## config.mk

```make
export PLATFORM = sky130hd
export DESIGN_NAME = radio_state_control_config
export DESIGN_NICKNAME = d
export VERILOG_FILES = /design/src/radio_state_control_config.v
export VERILOG_INCLUDE_DIRS = /design/src
export SDC_FILE = /design/constraint.sdc
export NUM_CORES = 1
export LEC_CHECK = 0
export ABC_AREA = 1
export CAP_MARGIN = 40
export CORE_MARGIN = 2
export CORE_UTILIZATION = 40
export CTS_CLUSTER_DIAMETER = 40
export DETAILED_ROUTE_END_ITERATION = 10
export DONT_BUFFER_PORTS = 1
export SLEW_MARGIN = 0
export SYNTH_ARGS = -nofsm -noshare
export SYNTH_HDL_FRONTEND = slang
export SYNTH_SLANG_ARGS = --single-unit
```

## constraint.sdc

```tcl
create_clock -name clk -period 1.9 [get_ports clk]
set_input_delay 0.38 -clock clk [delete_from_list [all_inputs] [get_ports clk]]
set_output_delay 0.38 -clock clk [all_outputs]
set_load 0.005 [all_outputs]
```

## src/radio_state_control_defines.vh

```
// Register offsets, field positions, reset values and encodings for the radio control config.
// Assumes a register port delivering 8-bit writes and reads addressed by offset.
`ifndef RADIO_STATE_CONTROL_DEFINES_VH
`define RADIO_STATE_CONTROL_DEFINES_VH
`define EXIT_POLICY_ADDR 6'h17
`define CALIB_POWER_ADDR 6'h18
`define EXIT_POLICY_RESET 8'h30
`define CALIB_POWER_RESET 8'h04
`define CCA_HI 5
`define CCA_LO 4
`define RXOFF_HI 3
`define RXOFF_LO 2
`define TXOFF_HI 1
`define TXOFF_LO 0
`define AUTOCAL_HI 5
`define AUTOCAL_LO 4
`define POWAIT_HI 3
`define POWAIT_LO 2
`define PINCTRL_BIT 1
`define XOSCON_BIT 0
`define RIPPLE_BITS 6
`define NEXT_IDLE 2'h0
`define NEXT_FSTXRDY 2'h1
`define NEXT_TX 2'h2
`define NEXT_RX 2'h3
`define WAIT_1 9'h001
`define WAIT_16 9'h010
`define WAIT_64 9'h040
`define WAIT_256 9'h100
`endif

```

## src/radio_state_control_config.v

```verilog
// Configuration and decision logic of the main radio control state machine.
// Assumes register writes/reads by offset, and radio state events from the core state machine.
`timescale 1ns/100ps
`include "radio_state_control_defines.vh"
module radio_state_control_config
(
  input wire clk,
  input wire sys_rst,
  input wire clkEn,
  input wire regWrite,
  input wire [5:0] regAddr,
  input wire [7:0] regWdata,
  output reg [7:0] regRdata_q,
  input wire xoscStart,
  input wire rssiBelowThr,
  input wire rxPacketActive,
  input wire rxPacketDone,
  input wire txPacketDone,
  input wire leaveIdleToActive,
  input wire returnToIdle,
  input wire sleepState,
  output reg clearChannel_q,
  output reg [1:0] nextState_q,
  output reg nextStateValid_q,
  output reg calibrateReq_q,
  output reg chipReadyLow_q,
  output reg pinCtrlEnable_q,
  output reg xoscRun_q
);

  ////////////////////////////////////////////////////////////////////////////
  // Pin inputs pass two flip-flops
  reg rssiMeta_q;
  reg rssiSync_q;
  reg rxActMeta_q;
  reg rxActSync_q;
  always @(posedge clk)
  begin
    if (sys_rst)
    begin
      rssiMeta_q <= 1'b0;
      rssiSync_q <= 1'b0;
      rxActMeta_q <= 1'b0;
      rxActSync_q <= 1'b0;
    end
    else if (clkEn)
    begin
      rssiMeta_q <= rssiBelowThr;
      rssiSync_q <= rssiMeta_q;
      rxActMeta_q <= rxPacketActive;
      rxActSync_q <= rxActMeta_q;
    end
  end

  ////////////////////////////////////////////////////////////////////////////
  // Registers
  reg [5:0] exitPolicy_q;
  reg [5:0] calibPower_q;
  wire [1:0] clearChannelPolicy = exitPolicy_q[`CCA_HI:`CCA_LO];
  wire [1:0] afterReceiveNextState = exitPolicy_q[`RXOFF_HI:`RXOFF_LO];
  wire [1:0] afterTransmitNextState = exitPolicy_q[`TXOFF_HI:`TXOFF_LO];
  wire [1:0] synthAutocalPolicy = calibPower_q[`AUTOCAL_HI:`AUTOCAL_LO];
  wire [1:0] powerupWaitSelect = calibPower_q[`POWAIT_HI:`POWAIT_LO];

  always @(posedge clk)
  begin
    if (sys_rst)
    begin
      exitPolicy_q <= 6'h30;
      calibPower_q <= 6'h04;
      regRdata_q <= 8'h00;
    end
    else if (clkEn)
    begin
      if (regWrite && regAddr == `EXIT_POLICY_ADDR)
        exitPolicy_q <= regWdata[5:0];
      if (regWrite && regAddr == `CALIB_POWER_ADDR)
        calibPower_q <= regWdata[5:0];
      // Reserved bits read as zero
      case (regAddr)
        `EXIT_POLICY_ADDR: regRdata_q <= {2'h0, exitPolicy_q};
        `CALIB_POWER_ADDR: regRdata_q <= {2'h0, calibPower_q};
        default: regRdata_q <= 8'h00;
      endcase
    end
  end

  ////////////////////////////////////////////////////////////////////////////
  // Clear channel and next-state selection
  reg clearChannel_d;
  always @*
  begin
    case (clearChannelPolicy)
      2'h0: clearChannel_d = 1'b1;
      2'h1: clearChannel_d = rssiSync_q;
      2'h2: clearChannel_d = ~rxActSync_q;
      default: clearChannel_d = rssiSync_q & ~rxActSync_q;
    endcase
  end

  always @(posedge clk)
  begin
    if (sys_rst)
    begin
      clearChannel_q <= 1'b1;
      nextState_q <= `NEXT_IDLE;
      nextStateValid_q <= 1'b0;
      pinCtrlEnable_q <= 1'b0;
      xoscRun_q <= 1'b1;
    end
    else if (clkEn)
    begin
      clearChannel_q <= clearChannel_d;
      nextStateValid_q <= rxPacketDone | txPacketDone;
      // Receive end wins if both finish together; encodings map directly
      if (rxPacketDone)
        nextState_q <= afterReceiveNextState;
      else if (txPacketDone)
        nextState_q <= afterTransmitNextState;
      pinCtrlEnable_q <= calibPower_q[`PINCTRL_BIT];
      xoscRun_q <= ~sleepState | calibPower_q[`XOSCON_BIT];
    end
  end

  ////////////////////////////////////////////////////////////////////////////
  // Autocalibration decision
  reg [1:0] idleReturnCount_q;
  reg calibrateReq_d;
  always @*
  begin
    case (synthAutocalPolicy)
      2'h0: calibrateReq_d = 1'b0;
      2'h1: calibrateReq_d = leaveIdleToActive;
      2'h2: calibrateReq_d = returnToIdle;
      default: calibrateReq_d = returnToIdle && idleReturnCount_q == 2'h3;
    endcase
  end

  always @(posedge clk)
  begin
    if (sys_rst)
    begin
      idleReturnCount_q <= 2'h0;
      calibrateReq_q <= 1'b0;
    end
    else if (clkEn)
    begin
      calibrateReq_q <= calibrateReq_d;
      if (returnToIdle)
        idleReturnCount_q <= idleReturnCount_q + 2'h1;
    end
  end

  ////////////////////////////////////////////////////////////////////////////
  // Power-up wait: ripple counter expirations before chip ready
  reg [`RIPPLE_BITS-1:0] ripple_q;
  reg [8:0] expireCount_q;
  reg waiting_q;
  reg [8:0] expireTarget;
  always @*
  begin
    case (powerupWaitSelect)
      2'h0: expireTarget = `WAIT_1;
      2'h1: expireTarget = `WAIT_16;
      2'h2: expireTarget = `WAIT_64;
      default: expireTarget = `WAIT_256;
    endcase
  end

  always @(posedge clk)
  begin
    if (sys_rst)
    begin
      ripple_q <= 6'h00;
      expireCount_q <= 9'h000;
      waiting_q <= 1'b0;
      chipReadyLow_q <= 1'b1;
    end
    else if (clkEn)
    begin
      if (xoscStart)
      begin
        ripple_q <= 6'h00;
        expireCount_q <= 9'h000;
        waiting_q <= 1'b1;
        chipReadyLow_q <= 1'b1;
      end
      else if (waiting_q)
      begin
        ripple_q <= ripple_q + 6'h01;
        if (ripple_q == 6'h3F)
        begin
          expireCount_q <= expireCount_q + 9'h001;
          if (expireCount_q + 9'h001 == expireTarget)
          begin
            waiting_q <= 1'b0;
            chipReadyLow_q <= 1'b0;
          end
        end
      end
    end
  end

endmodule

```

==> summary.md, run 1 <==
| Metric | Value |
|---|---|
| # DRC | 0 |
| Placed insts | 383 |
| Tmin final | approximately 1.6 ns |
| Vias/cell | roughly 5.0 |
| Fin crit share | 83.3% |
| Io pins | 42 |
| Diode count | 0 |
| Placer Congestion | 0.857 |
| CP startpoint | expireCount_q[0] |
| Synth warnings | 0 |
| Max VDD drop | 536 uV |
| Crit Path Category | reg -> reg |
| Remaining Overflow, GRT | 0 |
| Register area | just under 1000 um^2 |
| Final Instance Count excl. Fillers | a little under 400 |
| Synth Area in XOR/XNOR | 1.14% |
| Final setup fails | 0 |
| Synthesis-to-layout area growth | 6.54% |
| Max-cap violations | 0 |
| Die width | 80.1 um |
| Global-route wire length before repair | 8450 um |
| Post-synthesis simple-gate area fraction | about a quarter |
| Layout cells sized above 1 | 11.3% |
| Syn avg cell area | 7.28 um^2 |
| H-tree lvl count | 2 |
| First-pass iteration count of the detailed router | 5 |
| Fin Setup TNS | 0 ns |
| Status | completed |
| Fill cell count | 598 |
| WP depth | 10 |
| Seq/Total Area, Yosys | 41.5% |
| Post-CTS setup buffer count | 0 |
| Top cell family by delay on the critical path | simple AND/OR/NAND/NOR gates |
| Complex-gate fraction of the synthesized area | 18.5% |
| Worst-skew pair later-pin latency | around 0.3 ns |
| Synth Flop Type | dfxtp_1 |
| Die area | 6410 um^2 |
| TritonCTS clock tree | built |
| Worst-path fanout max | 6 |
| Clock transition at path regs | 0.09 ns |
| Synth Instances | about 320 |
| Largest net degree at the start of global routing | 27 |
| HP Start | sys_rst |
| Synth Area in Adders | 1.62% |
| Final hold vios | 0 |
| CTS root buf | clkbuf_8 |
| Max clock buf depth | 2 |
| P per Cell Area | 758 nW/um^2 |
| Drt total wl | 4870 um |
| Critical path's largest stage delay | 0.43 ns |
| Clock sinks | 48 |
| CTS buffer count | 5 |
| Row cnt | 27 |
| WP data required | about 2.1 ns |
| Crit path buf inv count | 1 |
| Async SR Flop Fraction | 0% |
| Worst Path Arrival | between 1.5 and 2 ns |
| Initial core utilization | 41.8% |
| Initial antenna violation count | 0 |
| CP max stage cell | dfxtp_1 |
| Drt first-iter violations | 79 |
| Combinational family with the most area after synthesis | simple AND/OR/NAND/NOR gates |
| Port Buffer Count | 0 |
| WL/cell | 12.5 um |
| R2r startpoint | expireCount_q[0] |
| Cells along the critical path | ha_1 -> nand2_1 -> inv_2 -> nand3_1 -> nand3_2 -> nand3_2 -> nor2_2 -> nand3_1 -> nand2_1 -> a21oi_2 |
| Multi-input logic area | approximately 1100 um^2 |
| RSZ-0062 raised after global routing | no |
| Worst Skew | about 0.0038 ns |
| Reg2reg path depth | 10 |
| Hold Path Depth | 1 |
| CP Capture Type | flip-flop |
| Die Y-Extent | approximately 80 um |
| Core ar. | 5540 um^2 |
| Worst setup SP type | flip-flop |
| Number of library cell types mapped by synthesis | 36 |
| Post-CTS resize count | 0 |
| Multiplexer area fraction after synthesis | 0% |
| Hpwl dp | about 3600 um |
| #FFs+latches synth | 48 |
| EDFF count, synth | 0 |
| Pleak | 0.00101 uW |
| Mapped Area | 2310 um^2 |
| Tightest Hold Check Type | in -> reg |
| Post-CTS Hold Fix Bufs | 0 |
| Vias post-DR | 1945 |
| Achievable Freq | between 600 and 700 MHz |
| Antenna Nets Post-Route | 0 |
| Pins Over Slew Limit | 0 |
| Nets | 347 |
| All-Layer GR Usage | between 10% and 20% |
| Vias in the first global route | 1897 |
-- placed cells by master, fill, tap and decap left out, types with 2 or more instances in the layout --
| master | netlist | routed |
|---|---|---|
| a21oi_1 | 29 | 29 |
| buf_4 | 4 | 2 |
| clkbuf_8 | 0 | 5 |
| clkinv_2 | 1 | 2 |
| conb_1 | 1 | 2 |
| dfxtp_1 | 48 | 48 |
| ha_1 | 3 | 3 |
| inv_1 | 40 | 40 |
| inv_2 | 5 | 5 |
| nand2_1 | 58 | 58 |
| nand2_2 | 3 | 3 |
| nand3_1 | 17 | 17 |
| nand3_2 | 5 | 5 |
| nand3b_1 | 2 | 2 |
| nand4_1 | 2 | 2 |
| nor2_1 | 28 | 28 |
| nor2_2 | 7 | 7 |
| nor2_4 | 2 | 2 |
| nor3_1 | 4 | 4 |
| o211ai_1 | 4 | 4 |
| o21ai_0 | 28 | 28 |
| o21ai_1 | 3 | 3 |
| o221ai_1 | 5 | 5 |
| xor2_1 | 3 | 3 |
-- where the power goes --
part / switching [uW] / total (uW) / internal [uW] / leakage, uW
logic: 51.9 / 82.6 / 30.7 / 0.000566
registers: 17.1 / 1050 / 1030 / 0.000391
clock network: 348 / 738 / 390 / 0.0000541
total: 417 / 1870 / 1450 / 0.00101
-- final timing paths --
path | slack [ns] | end
setup / recovery | 0.32 | waiting_q
hold / removal | 0.13 | waiting_q
setup reg to reg | 0.32 | waiting_q
hold reg to reg | 0.47 | waiting_q
-- cells in the mapped netlist (all sizes together), types with 3 or more instances --
cell	n	area, um^2
nand2	62	248
dfxtp	48	961
inv	45	169
nor2	37	171
o21ai	31	155
a21oi	30	154
nand3	22	135
buf	5	41.3
nor3	5	30.0
o221ai	5	43.8
clkbuf	4	15.0
o211ai	4	30.0
ha	3	37.5
xor2	3	26.3
-- metal layers --
metal / GRT usage, % / part of all wire, %
met1: 20.4 / 47
met2: 28.7 / 48
met3: 4.49 / 4.2
met4: 6.61 / 1.4
met5: 0 / 0
-- final cells by class --
class,count,area share [%]
Tap cell,72,3.65
Sequential cell,48,39.0
Timing Repair Buffer,2,0.609
Inverter,47,7.20
Multi-Input combinational cell,214,45.1
Clock inverter,3,1.73
Clock buffer,5,2.79
-- through the flow --
| step | power (uW) | instance area, um^2 | hold slack [ns] | util, % | worst slack [ns] |
|---|---|---|---|---|---|
| after detailed placement | 1160 | 2350 | 0.448 | 42.5 | 0.339 |
| after global placement | 1150 | 2350 | 0.447 | 42.5 | 0.353 |
| after CTS | 1900 | 2470 | 0.119 | 44.5 | 0.322 |
| after floorplan | 1150 | 2320 | 0.435 | - | 0.487 |
| after global routing | 1950 | 2470 | 0.106 | 44.5 | 0.146 |
| final | 1870 | 2470 | 0.133 | 44.5 | 0.318 |
-- logic make-up after synthesis --
| family | count (synthesis) |
|---|---|
| simple gates | 130 |
| compound gates | 76 |
| buf+inv | 57 |
| flops | 48 |
| xor+xnor | 3 |
| fa+ha+maj | 3 |
| other cells | 1 |
-- flip-flops by register name (all words and copies together), names as in the netlist, 2 cells and up --
signal             flops
calibPower_q           6
exitPolicy_q           6
expireCount_q          9
idleReturnCount_q      2
nextState_q            2
regRdata_q             6
ripple_q               6
(Power assumes the default switching activity.)
==> run 2: changes to the inputs <==
- clock period: 1.9 -> 1.6 ns (I/O delays scaled with it)
==> run 2 against run 1 <==
- fmax grew 5.7%
- largest power group unchanged
- die area is the same
- highest routed layer unchanged
- non-clock buffer count rose by 2
- total power rose by 12%
- design area grew 2.0%
- via count up 0.77%
==> summary.md, run 2 (synthesized netlist as in run 1, its figures left out) <==
| Metric | Value |
|---|---|
| Largest net degree at the start of global routing | 29 (+7.4%) |
| Critical path's largest stage delay | 0.36 ns (-0.07 ns) |
| Die width | 80.1 um (unchanged) |
| Max-cap violations | 0 (unchanged) |
| Crit Path Category | reg -> reg |
| Clock transition at path regs | 0.09 ns (about the same) |
| Worst setup SP type | flip-flop |
| Fill cell count | 606 (+1.3%) |
| CTS buffer count | 5 (unchanged) |
| Status | completed |
| Final setup fails | 0 (unchanged) |
| Largest register FFs | 9 (unchanged) |
| CTS root buf | clkbuf_8 |
| Vias post-DR | 1960 (+0.77%) |
| Vias/cell | 4.97 (about the same) |
| Pleak | 0.00103 uW (+2.2%) |
| Die area | 6410 um^2 (unchanged) |
| Critical path's most frequent cell | nand2_2 |
| Fin crit share | 93.6% (+10 points) |
| CP Capture Type | flip-flop |
| Clock sinks | 48 (unchanged) |
| All-Layer GR Usage | 16.6% (-0.41 points) |
| Die Y-Extent | 80.1 um (unchanged) |
| Antenna Nets Post-Route | 0 (unchanged) |
| TritonCTS clock tree | built |
| Achievable Freq | 668 MHz (+5.7%) |
| Commonest non-fill, non-tap cell in the layout | nand2_1 |
| Fin util | 45.4% (+0.88 points) |
| Worst-skew pair later-pin latency | 0.29 ns (about the same) |
| Tmin final | 1.50 ns (-0.0852 ns) |
| Max VDD drop | 456 uV (-15%) |
| Drt total wl | 5040 um (+3.4%) |
| Initial antenna violation count | 0 (unchanged) |
| Port Buffer Count | 0 (unchanged) |
| WP data required | 1.83 ns (-0.27 ns) |
| Placer Congestion | 0.787 (-8.2%) |
| Worst Path Arrival | 1.72 ns (-0.06 ns) |
| First-pass iteration count of the detailed router | 6 (+1) |
| Row cnt | 27 (unchanged) |
| Top cell family by delay on the critical path | simple AND/OR/NAND/NOR gates |
| Diode count | 0 (unchanged) |
| Final hold vios | 0 (unchanged) |
| H-tree lvl count | 2 (unchanged) |
| Tightest Hold Check Type | in -> reg |
| Initial core utilization | 41.8% (unchanged) |
| Vias in the first global route | 1798 (-5.2%) |
| Cells along the critical path | ha_1 -> nand2_2 -> nor3_4 -> nand2_2 -> nor2_2 -> o21ai_0 -> a21oi_1 |
| Most frequent cells in the layout | nand2_1 (54), dfxtp_1 (42), inv_1 (40) |
| Drt first-iter violations | 80 (+1.3%) |
| Nets | 350 (+0.86%) |
| Worst-path fanout max | 4 (-2) |
| Worst Skew | 0.00581 ns (+0.00203 ns) |
| Synthesis-to-layout area growth | 8.65% |
| P per Cell Area | 831 nW/um^2 (+9.7%) |
| Reg with most FFs | expireCount_q |
| WL/cell | 12.8 um (+2.6%) |
| Layout cells sized above 1 | 16.1% (+4.9 points) |
| Remaining Overflow, GRT | 0 (unchanged) |
| Placed insts | 385 (+0.52%) |
| Global-route wire length before repair | 8310 um (-1.6%) |
| Max clock buf depth | 2 (unchanged) |
| Crit path buf inv count | 0 (-1) |
| Pins Over Slew Limit | 0 (unchanged) |
| Total power | 2090 uW (+12%) |
| CP max stage cell | dfxtp_2 |
| Core ar. | 5540 um^2 (unchanged) |
| Final Instance Count excl. Fillers | 394 (+0.77%) |
| # DRC | 0 (unchanged) |
| RSZ-0062 raised after global routing | yes |
| Hpwl dp | 3670 um (+3.3%) |
| Io pins | 42 (unchanged) |
==> run 2: cell types whose count changed in the layout (fill, tap and decap cells not counted), sizes merged <==
cell,previous run,this run
buf,2,4
clkbuf,5,7
bufinv,1,0
clkinv,3,2
nor2,37,38
==> run 2: layout make-up <==
type                    instances  area, um^2  share of cell area, %
inverters                      47         178                   7.06
clock buffers                   7        86.3                   3.43
clock inverters                 1        7.51                  0.299
well taps                      72        90.1                   3.58
multi-input cells             215        1150                   45.9
repair buffers                  4        30.0                   1.19
flip-flops and latches         48         968                   38.5
==> run 2: what timing repair did <==
action,4_1_cts,5_1_grt
hold buffers,0,0
gates resized for setup,0,16
setup buffers,0,0
setup endpoints to repair,0,11
==> run 2: routing by layer <==
metal	global-route usage (%)	wire [um]
met1	20.3	2280
met2	28.1	2470
met3	4.38	221
met4	5.59	74
met5	0	0
==> run 2: path summary, 6_finish.rpt <==
check | slack (ns) | from | endpoint | cells past startpoint
worst min register to register | 0.47 | ripple_q[1] | ripple_q[1] | 2
worst min-delay path | 0.07 | sys_rst | ripple_q[1] | 1
worst max register to register | 0.10 | ripple_q[0] | expireCount_q[0] | 7
worst max-delay path | 0.10 | ripple_q[0] | expireCount_q[0] | 7
==> run 2: per-stage QoR <==
| step | hold WS [ns] | instance area (um^2) | setup TNS [ns] | setup WS, ns |
|---|---|---|---|---|
| 2_1_floorplan | 0.435 | 2320 | 0 | 0.187 |
| 3_3_place_gp | 0.388 | 2370 | 0 | 0.0997 |
| 3_5_place_dp | 0.392 | 2370 | 0 | 0.0761 |
| 4_1_cts | 0.0692 | 2460 | 0 | 0.0513 |
| 5_1_grt | 0.0544 | 2510 | -0.00791 | -0.00791 |
| 6_report | 0.0749 | 2510 | 0 | 0.103 |
==> run 2: report_power, final <==
part	internal [uW]	switching, uW
logic	36.8	62.8
registers	1220	19.5
clock network	352	395
total	1610	477
==> run 3: changes to the inputs <==
- clock period: 1.6 -> 1.7 ns (I/O delays scaled with it)
==> run 3 against run 2 <==
- core utilization decreased by 0.68 points
- largest power group unchanged
- register-to-register slack improved by 0.09 ns
- design area shrank 1.5%
- critical path type unchanged
- sequential share of layout area increased by 0.38 points
- combinational power decreased by 5.5%
- fmax shrank 0.70%
- via count down 0.26%
==> summary.md, run 3 (synthesized netlist as in run 1, its figures left out) <==
| Metric | Value |
|---|---|
| Die area | 6410 um^2 (unchanged) |
| Initial core utilization | 41.8% (unchanged) |
| Largest register FFs | 9 (unchanged) |
| Crit Path Category | reg -> reg |
| Area of placed instances | 2370 um^2 (unchanged) |
| Tmin final | 1.51 ns (+0.0106 ns) |
| Clock sinks | 48 (unchanged) |
| CP Capture Type | flip-flop |
| Post-CTS setup buffer count | 0 (unchanged) |
| H-tree lvl count | 2 (unchanged) |
| Critical path's largest stage delay | 0.38 ns (+0.02 ns) |
| Clk network pwr share | 35.6% (about the same) |
| First-pass iteration count of the detailed router | 4 (-2) |
| Post-CTS Hold Fix Bufs | 0 (unchanged) |
| Post-CTS resize count | 0 (unchanged) |
| Max VDD drop | 419 uV (-8.0%) |
| Io pins | 42 (unchanged) |
| Remaining Overflow, GRT | 0 (unchanged) |
| RSZ-0062 raised after global routing | no |
| # DRC | 0 (unchanged) |
| Worst Skew | 0.0115 ns (+0.00564 ns) |
| Placed insts | 385 (unchanged) |
| Hold slack | 0.0917 ns (+0.0168 ns) |
| Initial antenna violation count | 0 (unchanged) |
| Worst-path fanout max | 4 (unchanged) |
| Worst-skew pair later-pin latency | 0.30 ns (about the same) |
| Hpwl dp | 3650 um (-0.40%) |
| Reg with most FFs | expireCount_q |
| Max-cap violations | 0 (unchanged) |
| WL/cell | 12.4 um (-2.8%) |
| Global-route wire length before repair | 8310 um (about the same) |
| Drt total wl | 4900 um (-2.8%) |
| Final Instance Count excl. Fillers | 394 (unchanged) |
| Die Y-Extent | 80.1 um (unchanged) |
| Final Instance Area | 2480 um^2 (-1.5%) |
| P per Cell Area | 793 nW/um^2 (-4.6%) |
| Largest net degree at the start of global routing | 27 (-6.9%) |
| Worst Path Arrival | 1.73 ns (about the same) |
| Diode count | 0 (unchanged) |
| CP max stage cell | dfxtp_1 |
| Psw | 447 uW (-6.3%) |
| Total power | 1970 uW (-6.0%) |
| Layout cells sized above 1 | 13.0% (-3.1 points) |
| Achievable Freq | 663 MHz (-0.70%) |
| Cells along the critical path | ha_1 -> nand2_1 -> nor3_2 -> nand2_2 -> nor2_2 -> nand3_1 -> a21oi_1 |
| All-Layer GR Usage | 16.3% (-0.23 points) |
| Tightest Hold Check Type | in -> reg |
| Status | completed |
| WP data required | 1.93 ns (+0.10 ns) |
| Fin crit share | 88.7% (-4.9 points) |
| Vias post-DR | 1955 (-0.26%) |
| Die width | 80.1 um (unchanged) |
| Core ar. | 5540 um^2 (unchanged) |
| CTS buffer count | 5 (unchanged) |
| Sequential Power Share | 59.6% (about the same) |
| Switch share | 22.8% (-0.070 points) |
| Most frequent cells in the layout | nand2_1 (57), dfxtp_1 (46), inv_1 (40), a21oi_1 (29) |
| Fin Setup TNS | 0 ns (unchanged) |
| Vias/cell | 4.96 (-0.26%) |
| Max clock buf depth | 2 (unchanged) |
| TritonCTS clock tree | built |
| Drt first-iter violations | 81 (+1.3%) |
| Comb power frac | 4.8% (about the same) |
| Port Buffer Count | 0 (unchanged) |
| Pleak | 0.00101 uW (-2.2%) |
| Pint | 1520 uW (-5.9%) |
| Vias in the first global route | 1822 (+1.3%) |
| Row cnt | 27 (unchanged) |
| Synthesis-to-layout area growth | 7.03% |
| Placer Congestion | 0.780 (-0.88%) |
| Final setup fails | 0 (unchanged) |
| Commonest non-fill, non-tap cell in the layout | nand2_1 |
| Antenna Nets Post-Route | 0 (unchanged) |
| Worst setup SP type | flip-flop |
| Pins Over Slew Limit | 0 (unchanged) |
| Final hold vios | 0 (unchanged) |
| Clock transition at path regs | 0.09 ns (about the same) |
| Nets | 350 (unchanged) |
| CTS root buf | clkbuf_8 |
[run 3: cell types whose count changed in the layout (fill, tap and decap cells not counted), moves of 2 or more]
cell / delta
dfxtp_1: +4
nand2_1: +3
dfxtp_2: -4
nand3_2: -2
nand2_2: -3
nand3_1: +2
[run 3: worst max-delay path: cells and delay by family, from the launching register on]
kind / cells / cell delay, ns
adder cells (fa/ha/maj): 1 / 0.18
AO/OA/AOI/OAI: 1 / 0.12
flip-flops: 1 / 0.38
AND/OR/NAND/NOR: 5 / 0.75
[run 3: layer usage]
| layer | global-route usage (%) | vias to the layer above | share of wire [%] |
|---|---|---|---|
| met5 | 0 | - | 0 |
| met2 | 27.8 | 30 | 49 |
| met1 | 19.9 | 878 | 45 |
| met3 | 4.27 | 7 | 4.2 |
| met4 | 5.42 | 0 | 1.4 |
| li1 | - | 1040 | - |
[run 3: worst paths after layout]
path / from / endpoint / slack, ns / cells past startpoint
worst max register to register: ripple_q[0] / expireCount_q[8] / 0.19 / 7
worst min-delay path: sys_rst / waiting_q / 0.09 / 1
worst max-delay path: ripple_q[0] / expireCount_q[8] / 0.19 / 7
worst min register to register: expireCount_q[0] / expireCount_q[0] / 0.46 / 1
[run 3: cell type report]
cell class | count | area [um^2]
Tap cell | 72 | 90.1
Inverter | 47 | 178
Clock inverter | 1 | 7.51
Timing Repair Buffer | 4 | 30.0
Multi-Input combinational cell | 215 | 1120
Clock buffer | 7 | 86.3
Fill cell | 601 | 3060
Sequential cell | 48 | 963
[run 3: stage by stage]
step	utilization, %	worst slack (ns)
floorplan	-	0.287
global placement	42.8	0.199
detailed placement	42.8	0.171
CTS	44.5	0.144
global route	44.7	0.0291
finish	44.7	0.193
[run 3: power groups by stage]
stage               Sequential (uW)  Clock [uW]  Combinational [uW]
floorplan                      1190           0                97.3
global placement               1200           0                92.7
detailed placement             1200           0                95.4
CTS                            1170         732                95.2
global route                   1170         776                 109
finish                         1170         700                94.1
